### config.mk
export PLATFORM = sky130hd
export DESIGN_NAME = swf_warning_word
export DESIGN_NICKNAME = d
export VERILOG_FILES = /design/src/inc/swf_pkg.sv /design/src/verilog/swf_task_slot.sv /design/src/verilog/swf_warning_word.sv
export SDC_FILE = /design/constraint.sdc
export NUM_CORES = 1
export LEC_CHECK = 0
export BUFFER_PORTS_ARGS = -buffer_cell sky130_fd_sc_hd__buf_4
export CORE_ASPECT_RATIO = 1.4
export CORE_MARGIN = 4
export CORE_UTILIZATION = 50
export DETAILED_ROUTE_END_ITERATION = 6
export PLACE_DENSITY_LB_ADDON = 0.2
export SLEW_MARGIN = 20
export SYNTH_ARGS = -nofsm -noshare
export SYNTH_HDL_FRONTEND = slang
export SYNTH_SLANG_ARGS = --single-unit
### constraint.sdc
create_clock -name aclk -period 2.37 [get_ports aclk]
set_clock_uncertainty 0.05 [all_clocks]
set_input_delay 0.237 -clock aclk [delete_from_list [all_inputs] [get_ports aclk]]
set_output_delay 0.237 -clock aclk [all_outputs]
set_load 0.01 [all_outputs]
### src/inc/swf_pkg.sv
package swf_pkg;
	// register byte offsets on the bus
	localparam logic [7:0] ADDR_SUMMARY = 8'h00;
	localparam logic [7:0] ADDR_COLL = 8'h04;
	localparam logic [7:0] ADDR_IRQ_STAT = 8'h08;
	localparam logic [7:0] ADDR_IRQ_MASK = 8'h0c;
	localparam logic [7:0] ADDR_LINK_EN = 8'h10;
	localparam logic [7:0] ADDR_EXT0 = 8'h20;
	localparam logic [7:0] ADDR_CNT0 = 8'h40;
	// bit positions in the warning summary word
	localparam int BIT_BACKUP = 1;
	localparam int BIT_ABN = 3;
	localparam int BIT_TASK = 4;
	localparam int BIT_BAT = 5;
	localparam int BIT_EXT = 6;
	localparam int BIT_LINK0 = 8;
	localparam logic [15:0] SUMMARY_USED = 16'h0f7a;
	localparam logic [15:0] SUMMARY_RESET = 16'h0000;
	localparam int N_TASKS = 8;
	localparam int N_LINKS = 4;
	localparam int EXT_WORDS = 4;
	localparam logic [1:0] RESP_OKAY = 2'h0;
	localparam logic [1:0] RESP_SLVERR = 2'h2;
endpackage : swf_pkg

### src/verilog/swf_task_slot.sv
`timescale 1ns/1ns
`default_nettype none
module swf_task_slot
	import swf_pkg::*;
#(
	parameter int CNT_W = 16
) (
	input wire logic aclk,
	input wire logic aresetn,
	input wire logic request,
	input wire logic served,
	input wire logic clear_flag,
	output logic collided,
	output logic [CNT_W-1:0] count
);
	logic busy;
	wire hit = request & busy & ~served;
	wire next_busy = request | (busy & ~served);
	wire next_collided = hit | (collided & ~clear_flag);
	wire at_max = &count;

	always_ff @(posedge aclk) begin
		if (!aresetn) begin
			busy <= 1'b0;
			collided <= 1'b0;
			count <= '0;
		end else begin
			busy <= next_busy;
			collided <= next_collided;
			if (hit && !at_max)
				count <= count + 1'b1;
		end
	end
endmodule : swf_task_slot
`default_nettype wire

### src/verilog/swf_warning_word.sv
// Overview of operation
// - one 16-bit summary word carries a bit for each warning at positions 1, 3, 4, 5, 6 and 8 to 11, with 0, 2, 7 and 12 to 15 unused.
// - the abnormal-shutdown bit sets when a halt during power-fail recovery is followed by a cold restart.
// - the abnormal-shutdown bit stays visible during the initialization program and clears when it completes.
// - a halt by the emergency halt function sets up the abnormal-shutdown bit exactly as a power-loss halt does.
// - the task-collision bit sets whenever a task is requested again before its earlier request was served.
// - the battery bit sets while the monitor reports the backup battery below its threshold.
// - the external warning bit sets when user logic records a fault in the external warning bitmap.
// - each of the four link parameter error bits sets while its link is enabled and its parameters are invalid.
// - a link parameter error bit clears when its link is disabled.
// - a request for a task that is executing or pending is a collision, recorded in an eight-entry bitmap.
// - each of the eight tasks has its own counter of collisions.
`timescale 1ns/1ns
`default_nettype none
module swf_warning_word
	import swf_pkg::*;
#(
	parameter int CNT_W = 16
) (
	input wire logic aclk,
	input wire logic aresetn,
	input wire logic [7:0] s_axi_awaddr,
	input wire logic s_axi_awvalid,
	output logic s_axi_awready,
	input wire logic [31:0] s_axi_wdata,
	input wire logic [3:0] s_axi_wstrb,
	input wire logic s_axi_wvalid,
	output logic s_axi_wready,
	output logic [1:0] s_axi_bresp,
	output logic s_axi_bvalid,
	input wire logic s_axi_bready,
	input wire logic [7:0] s_axi_araddr,
	input wire logic s_axi_arvalid,
	output logic s_axi_arready,
	output logic [31:0] s_axi_rdata,
	output logic [1:0] s_axi_rresp,
	output logic s_axi_rvalid,
	input wire logic s_axi_rready,
	input wire logic backup_data_fault,
	input wire logic power_fail_halt,
	input wire logic emergency_halt_function,
	input wire logic cold_restart,
	input wire logic init_done,
	input wire logic battery_low_pin,
	input wire logic [N_TASKS-1:0] task_request,
	input wire logic [N_TASKS-1:0] task_served,
	input wire logic [N_LINKS-1:0] link_param_invalid,
	output logic [15:0] warning_summary_word,
	output logic irq
);
	generate
		if (CNT_W < 2 || CNT_W > 32) begin : g_bad_cnt
			$error("CNT_W must lie in 2..32");
		end
	endgenerate

	function automatic logic is_mapped(input logic [7:0] a);
		is_mapped = a == ADDR_SUMMARY || a == ADDR_COLL || a == ADDR_IRQ_STAT || a == ADDR_IRQ_MASK
			|| a == ADDR_LINK_EN || a[7:4] == ADDR_EXT0[7:4] || a[7:5] == ADDR_CNT0[7:5];
	endfunction : is_mapped

	function automatic logic [31:0] merge(input logic [31:0] old, input logic [31:0] wd, input logic [3:0] st);
		merge = old;
		for (int b = 0; b < 4; b++) begin
			if (st[b])
				merge[8*b +: 8] = wd[8*b +: 8];
		end
	endfunction : merge

	// write channel capture; address and data may come in either order
	logic aw_held, w_held;
	logic [7:0] aw_addr;
	logic [31:0] w_data;
	logic [3:0] w_strb;
	wire aw_take = s_axi_awvalid & s_axi_awready;
	wire w_take = s_axi_wvalid & s_axi_wready;
	wire do_write = aw_held & w_held & ~s_axi_bvalid;
	wire next_aw_held = (aw_held & ~do_write) | aw_take;
	wire next_w_held = (w_held & ~do_write) | w_take;
	wire [7:0] wa = {aw_addr[7:2], 2'h0};
	wire wr_coll = do_write & (wa == ADDR_COLL);
	wire wr_stat = do_write & (wa == ADDR_IRQ_STAT);
	wire wr_mask = do_write & (wa == ADDR_IRQ_MASK);
	wire wr_link = do_write & (wa == ADDR_LINK_EN);
	wire wr_ext = do_write & (wa[7:4] == ADDR_EXT0[7:4]);

	always_ff @(posedge aclk) begin
		if (!aresetn) begin
			aw_held <= 1'b0;
			w_held <= 1'b0;
			s_axi_awready <= 1'b0;
			s_axi_wready <= 1'b0;
			aw_addr <= 8'h00;
			w_data <= 32'h0000_0000;
			w_strb <= 4'h0;
		end else begin
			aw_held <= next_aw_held;
			w_held <= next_w_held;
			s_axi_awready <= ~next_aw_held;
			s_axi_wready <= ~next_w_held;
			if (aw_take)
				aw_addr <= s_axi_awaddr;
			if (w_take) begin
				w_data <= s_axi_wdata;
				w_strb <= s_axi_wstrb;
			end
		end
	end

	always_ff @(posedge aclk) begin
		if (!aresetn) begin
			s_axi_bvalid <= 1'b0;
			s_axi_bresp <= RESP_OKAY;
		end else if (do_write) begin
			s_axi_bvalid <= 1'b1;
			s_axi_bresp <= is_mapped(wa) ? RESP_OKAY : RESP_SLVERR;
		end else if (s_axi_bready) begin
			s_axi_bvalid <= 1'b0;
		end
	end

	// software-owned state
	logic [15:0] irq_mask, irq_status;
	logic [N_LINKS-1:0] link_enable;
	logic [31:0] ext_map [EXT_WORDS];
	wire [31:0] mask_merged = merge({16'h0000, irq_mask}, w_data, w_strb);

	always_ff @(posedge aclk) begin
		if (!aresetn) begin
			irq_mask <= 16'h0000;
			link_enable <= '0;
			for (int i = 0; i < EXT_WORDS; i++)
				ext_map[i] <= 32'h0000_0000;
		end else begin
			if (wr_mask)
				irq_mask <= mask_merged[15:0] & SUMMARY_USED;
			if (wr_link)
				link_enable <= w_strb[0] ? w_data[N_LINKS-1:0] : link_enable;
			if (wr_ext)
				ext_map[wa[3:2]] <= merge(ext_map[wa[3:2]], w_data, w_strb);
		end
	end

	// battery pin comes from the analog monitor, so it is synchronised first
	logic bat_meta, bat_sync;
	always_ff @(posedge aclk) begin
		if (!aresetn) begin
			bat_meta <= 1'b0;
			bat_sync <= 1'b0;
		end else begin
			bat_meta <= battery_low_pin;
			bat_sync <= bat_meta;
		end
	end

	// halt is remembered until the next restart decides what it meant
	logic halt_seen, abn_flag;
	wire halt_now = power_fail_halt | emergency_halt_function;
	wire abn_set = cold_restart & halt_seen;
	wire next_halt_seen = halt_now | (halt_seen & ~cold_restart);
	wire next_abn_flag = abn_set | (abn_flag & ~init_done);

	always_ff @(posedge aclk) begin
		if (!aresetn) begin
			halt_seen <= 1'b0;
			abn_flag <= 1'b0;
		end else begin
			halt_seen <= next_halt_seen;
			abn_flag <= next_abn_flag;
		end
	end

	// per-task collision trackers
	logic [N_TASKS-1:0] coll_bitmap;
	logic [CNT_W-1:0] coll_count [N_TASKS];
	wire [N_TASKS-1:0] coll_clear = wr_coll && w_strb[0] ? w_data[N_TASKS-1:0] : '0;

	for (genvar t = 0; t < N_TASKS; t++) begin : g_task
		swf_task_slot #(
			.CNT_W(CNT_W)
		) u_slot (
			.aclk(aclk),
			.aresetn(aresetn),
			.request(task_request[t]),
			.served(task_served[t]),
			.clear_flag(coll_clear[t]),
			.collided(coll_bitmap[t]),
			.count(coll_count[t])
		);
	end

	// summary word assembly
	wire ext_any = |{ext_map[0], ext_map[1], ext_map[2], ext_map[3]};
	wire [N_LINKS-1:0] link_fault = link_enable & link_param_invalid;
	logic [15:0] next_summary;

	always_comb begin
		next_summary = 16'h0000;
		next_summary[BIT_BACKUP] = backup_data_fault;
		next_summary[BIT_ABN] = abn_flag;
		next_summary[BIT_TASK] = |coll_bitmap;
		next_summary[BIT_BAT] = bat_sync;
		next_summary[BIT_EXT] = ext_any;
		next_summary[BIT_LINK0 +: N_LINKS] = link_fault;
		next_summary = next_summary & SUMMARY_USED;
	end

	// a new warning is the rising edge of its summary bit; set wins over write-one-to-clear
	wire [15:0] new_events = next_summary & ~warning_summary_word;
	wire [15:0] stat_clear = wr_stat && w_strb[0] ? {8'h00, w_data[7:0]} : 16'h0000;
	wire [15:0] stat_clear_hi = wr_stat && w_strb[1] ? {w_data[15:8], 8'h00} : 16'h0000;
	wire [15:0] next_irq_status = new_events | (irq_status & ~(stat_clear | stat_clear_hi));

	always_ff @(posedge aclk) begin
		if (!aresetn) begin
			warning_summary_word <= SUMMARY_RESET;
			irq_status <= 16'h0000;
			irq <= 1'b0;
		end else begin
			warning_summary_word <= next_summary;
			irq_status <= next_irq_status;
			irq <= |(next_irq_status & irq_mask);
		end
	end

	// read channel; data is sampled when the address is taken
	wire [7:0] ra = {s_axi_araddr[7:2], 2'h0};
	wire ar_take = s_axi_arvalid & s_axi_arready;
	wire [31:0] rd_word =
		ra == ADDR_SUMMARY ? {16'h0000, warning_summary_word} :
		ra == ADDR_COLL ? {24'h00_0000, coll_bitmap} :
		ra == ADDR_IRQ_STAT ? {16'h0000, irq_status} :
		ra == ADDR_IRQ_MASK ? {16'h0000, irq_mask} :
		ra == ADDR_LINK_EN ? {28'h000_0000, link_enable} :
		ra[7:4] == ADDR_EXT0[7:4] ? ext_map[ra[3:2]] :
		ra[7:5] == ADDR_CNT0[7:5] ? 32'(coll_count[ra[4:2]]) :
		32'h0000_0000;

	always_ff @(posedge aclk) begin
		if (!aresetn) begin
			s_axi_arready <= 1'b0;
			s_axi_rvalid <= 1'b0;
			s_axi_rdata <= 32'h0000_0000;
			s_axi_rresp <= RESP_OKAY;
		end else if (ar_take) begin
			s_axi_arready <= 1'b0;
			s_axi_rvalid <= 1'b1;
			s_axi_rdata <= rd_word;
			s_axi_rresp <= is_mapped(ra) ? RESP_OKAY : RESP_SLVERR;
		end else if (!s_axi_rvalid || s_axi_rready) begin
			s_axi_rvalid <= 1'b0;
			s_axi_arready <= 1'b1;
		end
	end
endmodule : swf_warning_word
`default_nettype wire

Word-level counts from Yosys, hierarchy flattened
Memories as Yosys holds them, arrays and structs flattened. Cells that the tools add are included.

Bitwise operators: 100. Order comparisons: 1. Eq/ne operators: 16. Reduce and logical (&&, ||, !) cells: 57. $add $sub $neg: 8. Muxes and demuxes: 38.

Operator list (count): $mux 32 (7); $add 16x1->16 const B (8); $reduce_and 16->1 (8); $reduce_or 128->1 (1); $mux 8 (14); $mux 16 (4); $bmux 16 s3 (1); $and 1x1->1 (47); $not 16->16 (2); $reduce_or 32->1 (1); $eq 6x2->1 const B (4); $not 1->1 (23); $or 1x1->1 (21); $and 12x16->16 (1); $and 16x12->16 (1); $and 16x16->16 (1); $logic_not 8->1 (2); $or 16x16->16 (1); $or 8x16->16 (1); $reduce_or 16->1 (1); $reduce_and 2->1 (7); $logic_or 1x1->1 (13); $eq 6x1->1 const B (2); $eq 6x3->1 const B (2); 14 further kinds (47).

Output and inout port bits: 58. Register bits after elaboration: 281. Memories: 1. RAM bits: 128.

Memory list: ext_map (words 4, bits a word 32, rd ports 5, clocked after memory_dff 0, wr ports 4, RTL line swf_warning_word.sv:125) `logic [31:0] ext_map [EXT_WORDS];`.

Longest topological paths before layout
Word-level depth: 11. Depth in mapped cells: 10. Mapped depth without buffers: 7.

Hierarchy
Synthesis repeated with hierarchy kept, for this count alone.

Cell total of the unflattened synthesis: 1874. Area total of the unflattened synthesis: 19740.2 µm².

By module, submodules not included: swf_warning_word (seq. area each 6366.1 µm², cells each 1066, area each 12303.0 µm², times used 1); swf_task_slot (seq. area each 360.3 µm², cells each 101, area each 929.6 µm², times used 8).

Worst setup path before layout
No wires, ideal clock.

Kind: reg2reg. Start point: reg s_axi_bvalid. End point: mem ext_map[0][0], enable pin. Buffers on the path: 2. Setup time: 0.384 ns. Required time: 1.936 ns. Data arrival time: 2.081 ns. Slack: -0.145 ns. Cell stages (with the launch flop): 8. Path through: dfxtp_1 and4bb_1 and3_1 buf_2 nand2_1 or2_1 clkbuf_1 o21ai_0.

RTL lines: start: declaration (RTL line swf_warning_word.sv:30) `output logic s_axi_bvalid,`; start signal: assignment (RTL line swf_warning_word.sv:112) `s_axi_bvalid <= 1'b0;`; start signal: assignment (RTL line swf_warning_word.sv:115) `s_axi_bvalid <= 1'b1;`; start signal: assignment (RTL line swf_warning_word.sv:118) `s_axi_bvalid <= 1'b0;`; end: declaration (RTL line swf_warning_word.sv:125).

Worst setup path in the final report
Start point: reg s_axi_bvalid. End point: reg irq.

Word-level cells in the longest chain between the ends: 11.

Ends and longest elaborated chain: $not 1->1 (*) (RTL line swf_warning_word.sv:77) `wire do_write = aw_held & w_held & ~s_axi_bvalid;`; $and 1x1->1 (*) (RTL line swf_warning_word.sv:77); $and 1x1->1 (*) (RTL line swf_warning_word.sv:82) `wire wr_stat = do_write & (wa == ADDR_IRQ_STAT);`; $logic_and 1x1->1, on equally long branches (RTL line swf_warning_word.sv:210, swf_warning_word.sv:211); $mux 8 / $mux 16 (equally long branches) (RTL line swf_warning_word.sv:210, swf_warning_word.sv:211); $or 8x16->16 (*) (RTL line swf_warning_word.sv:212) `wire [15:0] next_irq_status = new_events | (irq_status & ~(stat_clear | stat_clear_hi));`; $not 16->16 (*) (RTL line swf_warning_word.sv:212); $and 16x16->16 (*) (RTL line swf_warning_word.sv:212); $or 16x16->16 (*) (RTL line swf_warning_word.sv:212); $and 16x12->16 (*) (RTL line swf_warning_word.sv:222) `irq <= |(next_irq_status & irq_mask);`; $reduce_or 16->1 (*) (RTL line swf_warning_word.sv:222); end signal: assignment (RTL line swf_warning_word.sv:222); end: declaration (RTL line swf_warning_word.sv:49) `output logic irq`.

Mark *: on every way between the ends. The rest lies on a longest branch, timed or not. A chain may end at the register's enable or synchronous reset.

==> results.toml <==
[final_layout]
area_growth_pct = 21.9
final.fill_count = 2915
layout_common_cells = "dfxtp_1, buf_4, nor2_1"
insertedDiodeCount = 0
design.final.nets = 2113
post_route_cells_drive_above_1_share = 0.178
most_common_library_cell_in_the_layout_ignoring_fill_and_taps = "dfxtp_1"

[grt]
grt_max_degree = 140
grt_pass1_vias = 14200
overflow = 0
grt_first_pass_wirelength_mm = 77.9
antenna_found_initial = 0
grt_util_all_layers = 0.251

[synth]
synth.lib_cells_used.distinct = 70
synth_seq_area_share = 0.506
synth_top_cell_by_area = "dfxtp_1"
ys_async_sr_fraction = 0
synth_warnings = 0
synth.cell_area_um2 = 18300
synth_area_leaders = "dfxtp_1, edfxtp_1, mux4_2"
synth_enable_flop_cells = 128
synth_area_per_cell_um2 = 10.3
ys_ff_latch = 398
synth_top_area_frac = 0.296
postSynth.topFlopCell = "dfxtp_1"
synth_cells = 1776

[clock_network]
tritoncts.num_buffers = 40
clk_transition_reported_paths_ps = 60
clkSinkCount = 398
cts-htree-levels = 2
cts_tree = "built"
cts_root_buffer = "clkbuf_16"
cts_post_setup_buffers_inserted = 0
clk_latency_ps = 560
deepest_clock_path_buffer_count = 3

[sta]
hold_viol_final = 0
finalMaxSlewViolations = 0
min_period_ps = 2230
max-slew-margin-rel = 0.437
achievable-frequency_ghz = 0.449
total_of_endpoints_with_negative_setup_slack_in_the_final_report = 0
finalHoldWorstSlack_ps = 116
setup_repair_after_global_routing_missed_its_margin = "no"
max_slew.worst_pin.slew_ps = 845
fin_crit_sh = 0.939

[floorplan]
die_w_um = 170
placementRows = 82
design.die.area_um2 = 39700
coreArea_um2 = 36000
io_pins = 143
die_h_um = 234
initial_core_util = 0.508

[placed_design]
dp_hpwl_mm = 36.9
placement.io_buffers = 129
gp_congestion = 0.895

[power]
power_leakage_nw = 8.46
switchingPower_w = 0.00335
switching_share = 0.225
power_frac_clock = 0.437
fin_total_pwr_w = 0.0148
share_comb_of_total_power = 0.068
p_int_w = 0.0115
power.ir.vdd_worst_mv = 1.13
share_seq_of_total_power = 0.494
cellPowerDensity_nw_per_um2 = 666

[critical_path]
critical_path_buf_inv_count = 1
critPathCaptureType = "flip-flop"
setup.worst_path.class = "flip-flop to flip-flop"
worst-endpoint-required_ps = 2720
critPathArrivalTime_ps = 2580
slowest_stage = "a2111oi_2"
cp_cell_sequence = "buf_4 -> nand3b_1 -> nor4b_4 -> nand2_1 -> o2bb2ai_1 -> a2111oi_2 -> a41oi_1"
slowest_delay_ps = 460
crit_path_start_kind = "flip-flop"
category_of_cells_accounting_for_the_largest_share_of_critical_path_delay = "compound AO/OA/AOI/OAI gates"
critical_path_peak_fanout = 5
reg2reg_slack_ps = 140

[detailed_routing]
postRouteWirelength_mm = 50.2
initialDrtViolationCount = 1079
wire_per_inst_um = 20.0
routed-via-count = 14300
detail-route-antenna-nets = 0
drcViolationCount = 0
drt_pre_antenna_iters = 5
route.detailed.vias_per_inst = 5.67

[flow_run]
max-cap-violations = 0

[hold_path]
hp-class = "input pin to flip-flop"

[status]
result_of_the_run = "finished clean"
==> cell type report <==
cell class                      count  area, um2  share of cell area
Multi-Input combinational cell   1268       8590               0.386
Clock buffer                       55       1140              0.0511
Inverter                           18       72.6             0.00326
Clock inverter                     19        208             0.00932
Timing Repair Buffer              294       2440               0.110
Sequential cell                   398       9250               0.415
Tap cell                          462        578              0.0259
==> state kept, by name, summed over array words and instances (netlist names), 4 cells and up <==
name	count
g_task.u_slot.count	128
aw_addr	6
link_enable	4
w_data	32
ext_map	128
s_axi_rdata	32
warning_summary_word	9
irq_mask	9
irq_status	16
w_strb	4
g_task.u_slot.busy	8
g_task.u_slot.collided	8
==> worst paths after layout <==
check,startpoint,endpoint,depth (start not counted)
max reg2reg,s_axi_bvalid$_SDFFE_PN0P_,irq$_SDFF_PN0_,7
max,s_axi_bvalid$_SDFFE_PN0P_,irq$_SDFF_PN0_,7
min,task_served[7],g_task[7].u_slot.collided$_SDFF_PN0_,4
min reg2reg,irq_status[2]$_SDFF_PN0_,irq_status[2]$_SDFF_PN0_,2
==> logic make-up after synthesis <==
kind of cell,count (synthesis),synth area share
and+or+nand+nor,803,0.227
DFF,398,0.506
AOI/OAI and AO/OA,238,0.0812
buffers and inverters,118,0.0280
xor gates and xnor gates,109,0.0522
muxes,101,0.0999
adders and majority gates,8,0.00547
other,1,0.000205
==> power groups by stage <==
stage / Combinational [W] / Clock, W / Sequential, W
2_1_floorplan: 0.000522 / 0 / 0.00744
3_3_place_gp: 0.000890 / 0 / 0.00748
3_5_place_dp: 0.000903 / 0 / 0.00749
4_1_cts: 0.00101 / 0.00660 / 0.00734
5_1_grt: 0.00110 / 0.00688 / 0.00736
6_report: 0.00102 / 0.00649 / 0.00734
==> layer usage <==
metal / wire length [um] / share of wire / vias up / GRT usage
li1: - / - / 6859 / -
met1: 18200 / 0.36 / 6912 / 0.274
met2: 27300 / 0.54 / 377 / 0.474
met3: 2230 / 0.044 / 104 / 0.0325
met4: 2490 / 0.050 / 0 / 0.122
met5: 0 / 0 / - / 0
==> cell usage after synthesis, types with 3 or more instances <==
master and number:
and3_1 44, nand3_1 48, o211ai_1 3, dfxtp_1 270, mux2i_1 34, a31oi_1 7, inv_1 17, buf_2 18
buf_1 5, nor3_1 15, clkbuf_1 64, and4_1 20, o221ai_1 5, o21ai_0 48, a21boi_0 6, a21oi_1 103
buf_4 12, nand2b_1 21, nand2_1 184, nand4_1 47, o21a_1 7, or3_1 6, o2111ai_1 3, edfxtp_1 128
a311oi_1 4, xnor2_1 43, nor2b_1 15, ha_1 8, a22o_1 17, and2_1 150, a221oi_1 5, mux4_2 65
o22ai_1 4, nor2_1 188, a211oi_1 10, xor2_1 66, nor4_1 41, nor2_2 4
==> per-stage QoR <==
stage           util  TNS [ps]  area (um2)  worst slack (ps)  instances
2_1_floorplan      -     -4630       18300              -145       1784
5_1_grt        0.619         0       22300              18.6       2514
6_report       0.619         0       22300               144       2514
4_1_cts        0.618         0       22300              56.3       2514
3_5_place_dp   0.558      -256       20100              -156       2360
3_3_place_gp   0.558      -326       20100              -199       2360
==> tightest hold or removal path, cell delays in order <==
cell and delay, ps:
buf_4 80, nor2b_1 40, nand2_1 200, a21oi_1 100
==> timing repair <==
item,CTS,global route
endpoints found under the hold margin,62,0
hold buffers,80,0
gates resized for setup,1,5
gates cloned,0,0
pin swaps,0,0
setup endpoints to repair,2,18
No activity file was read; power rests on OpenSTA's default activity.
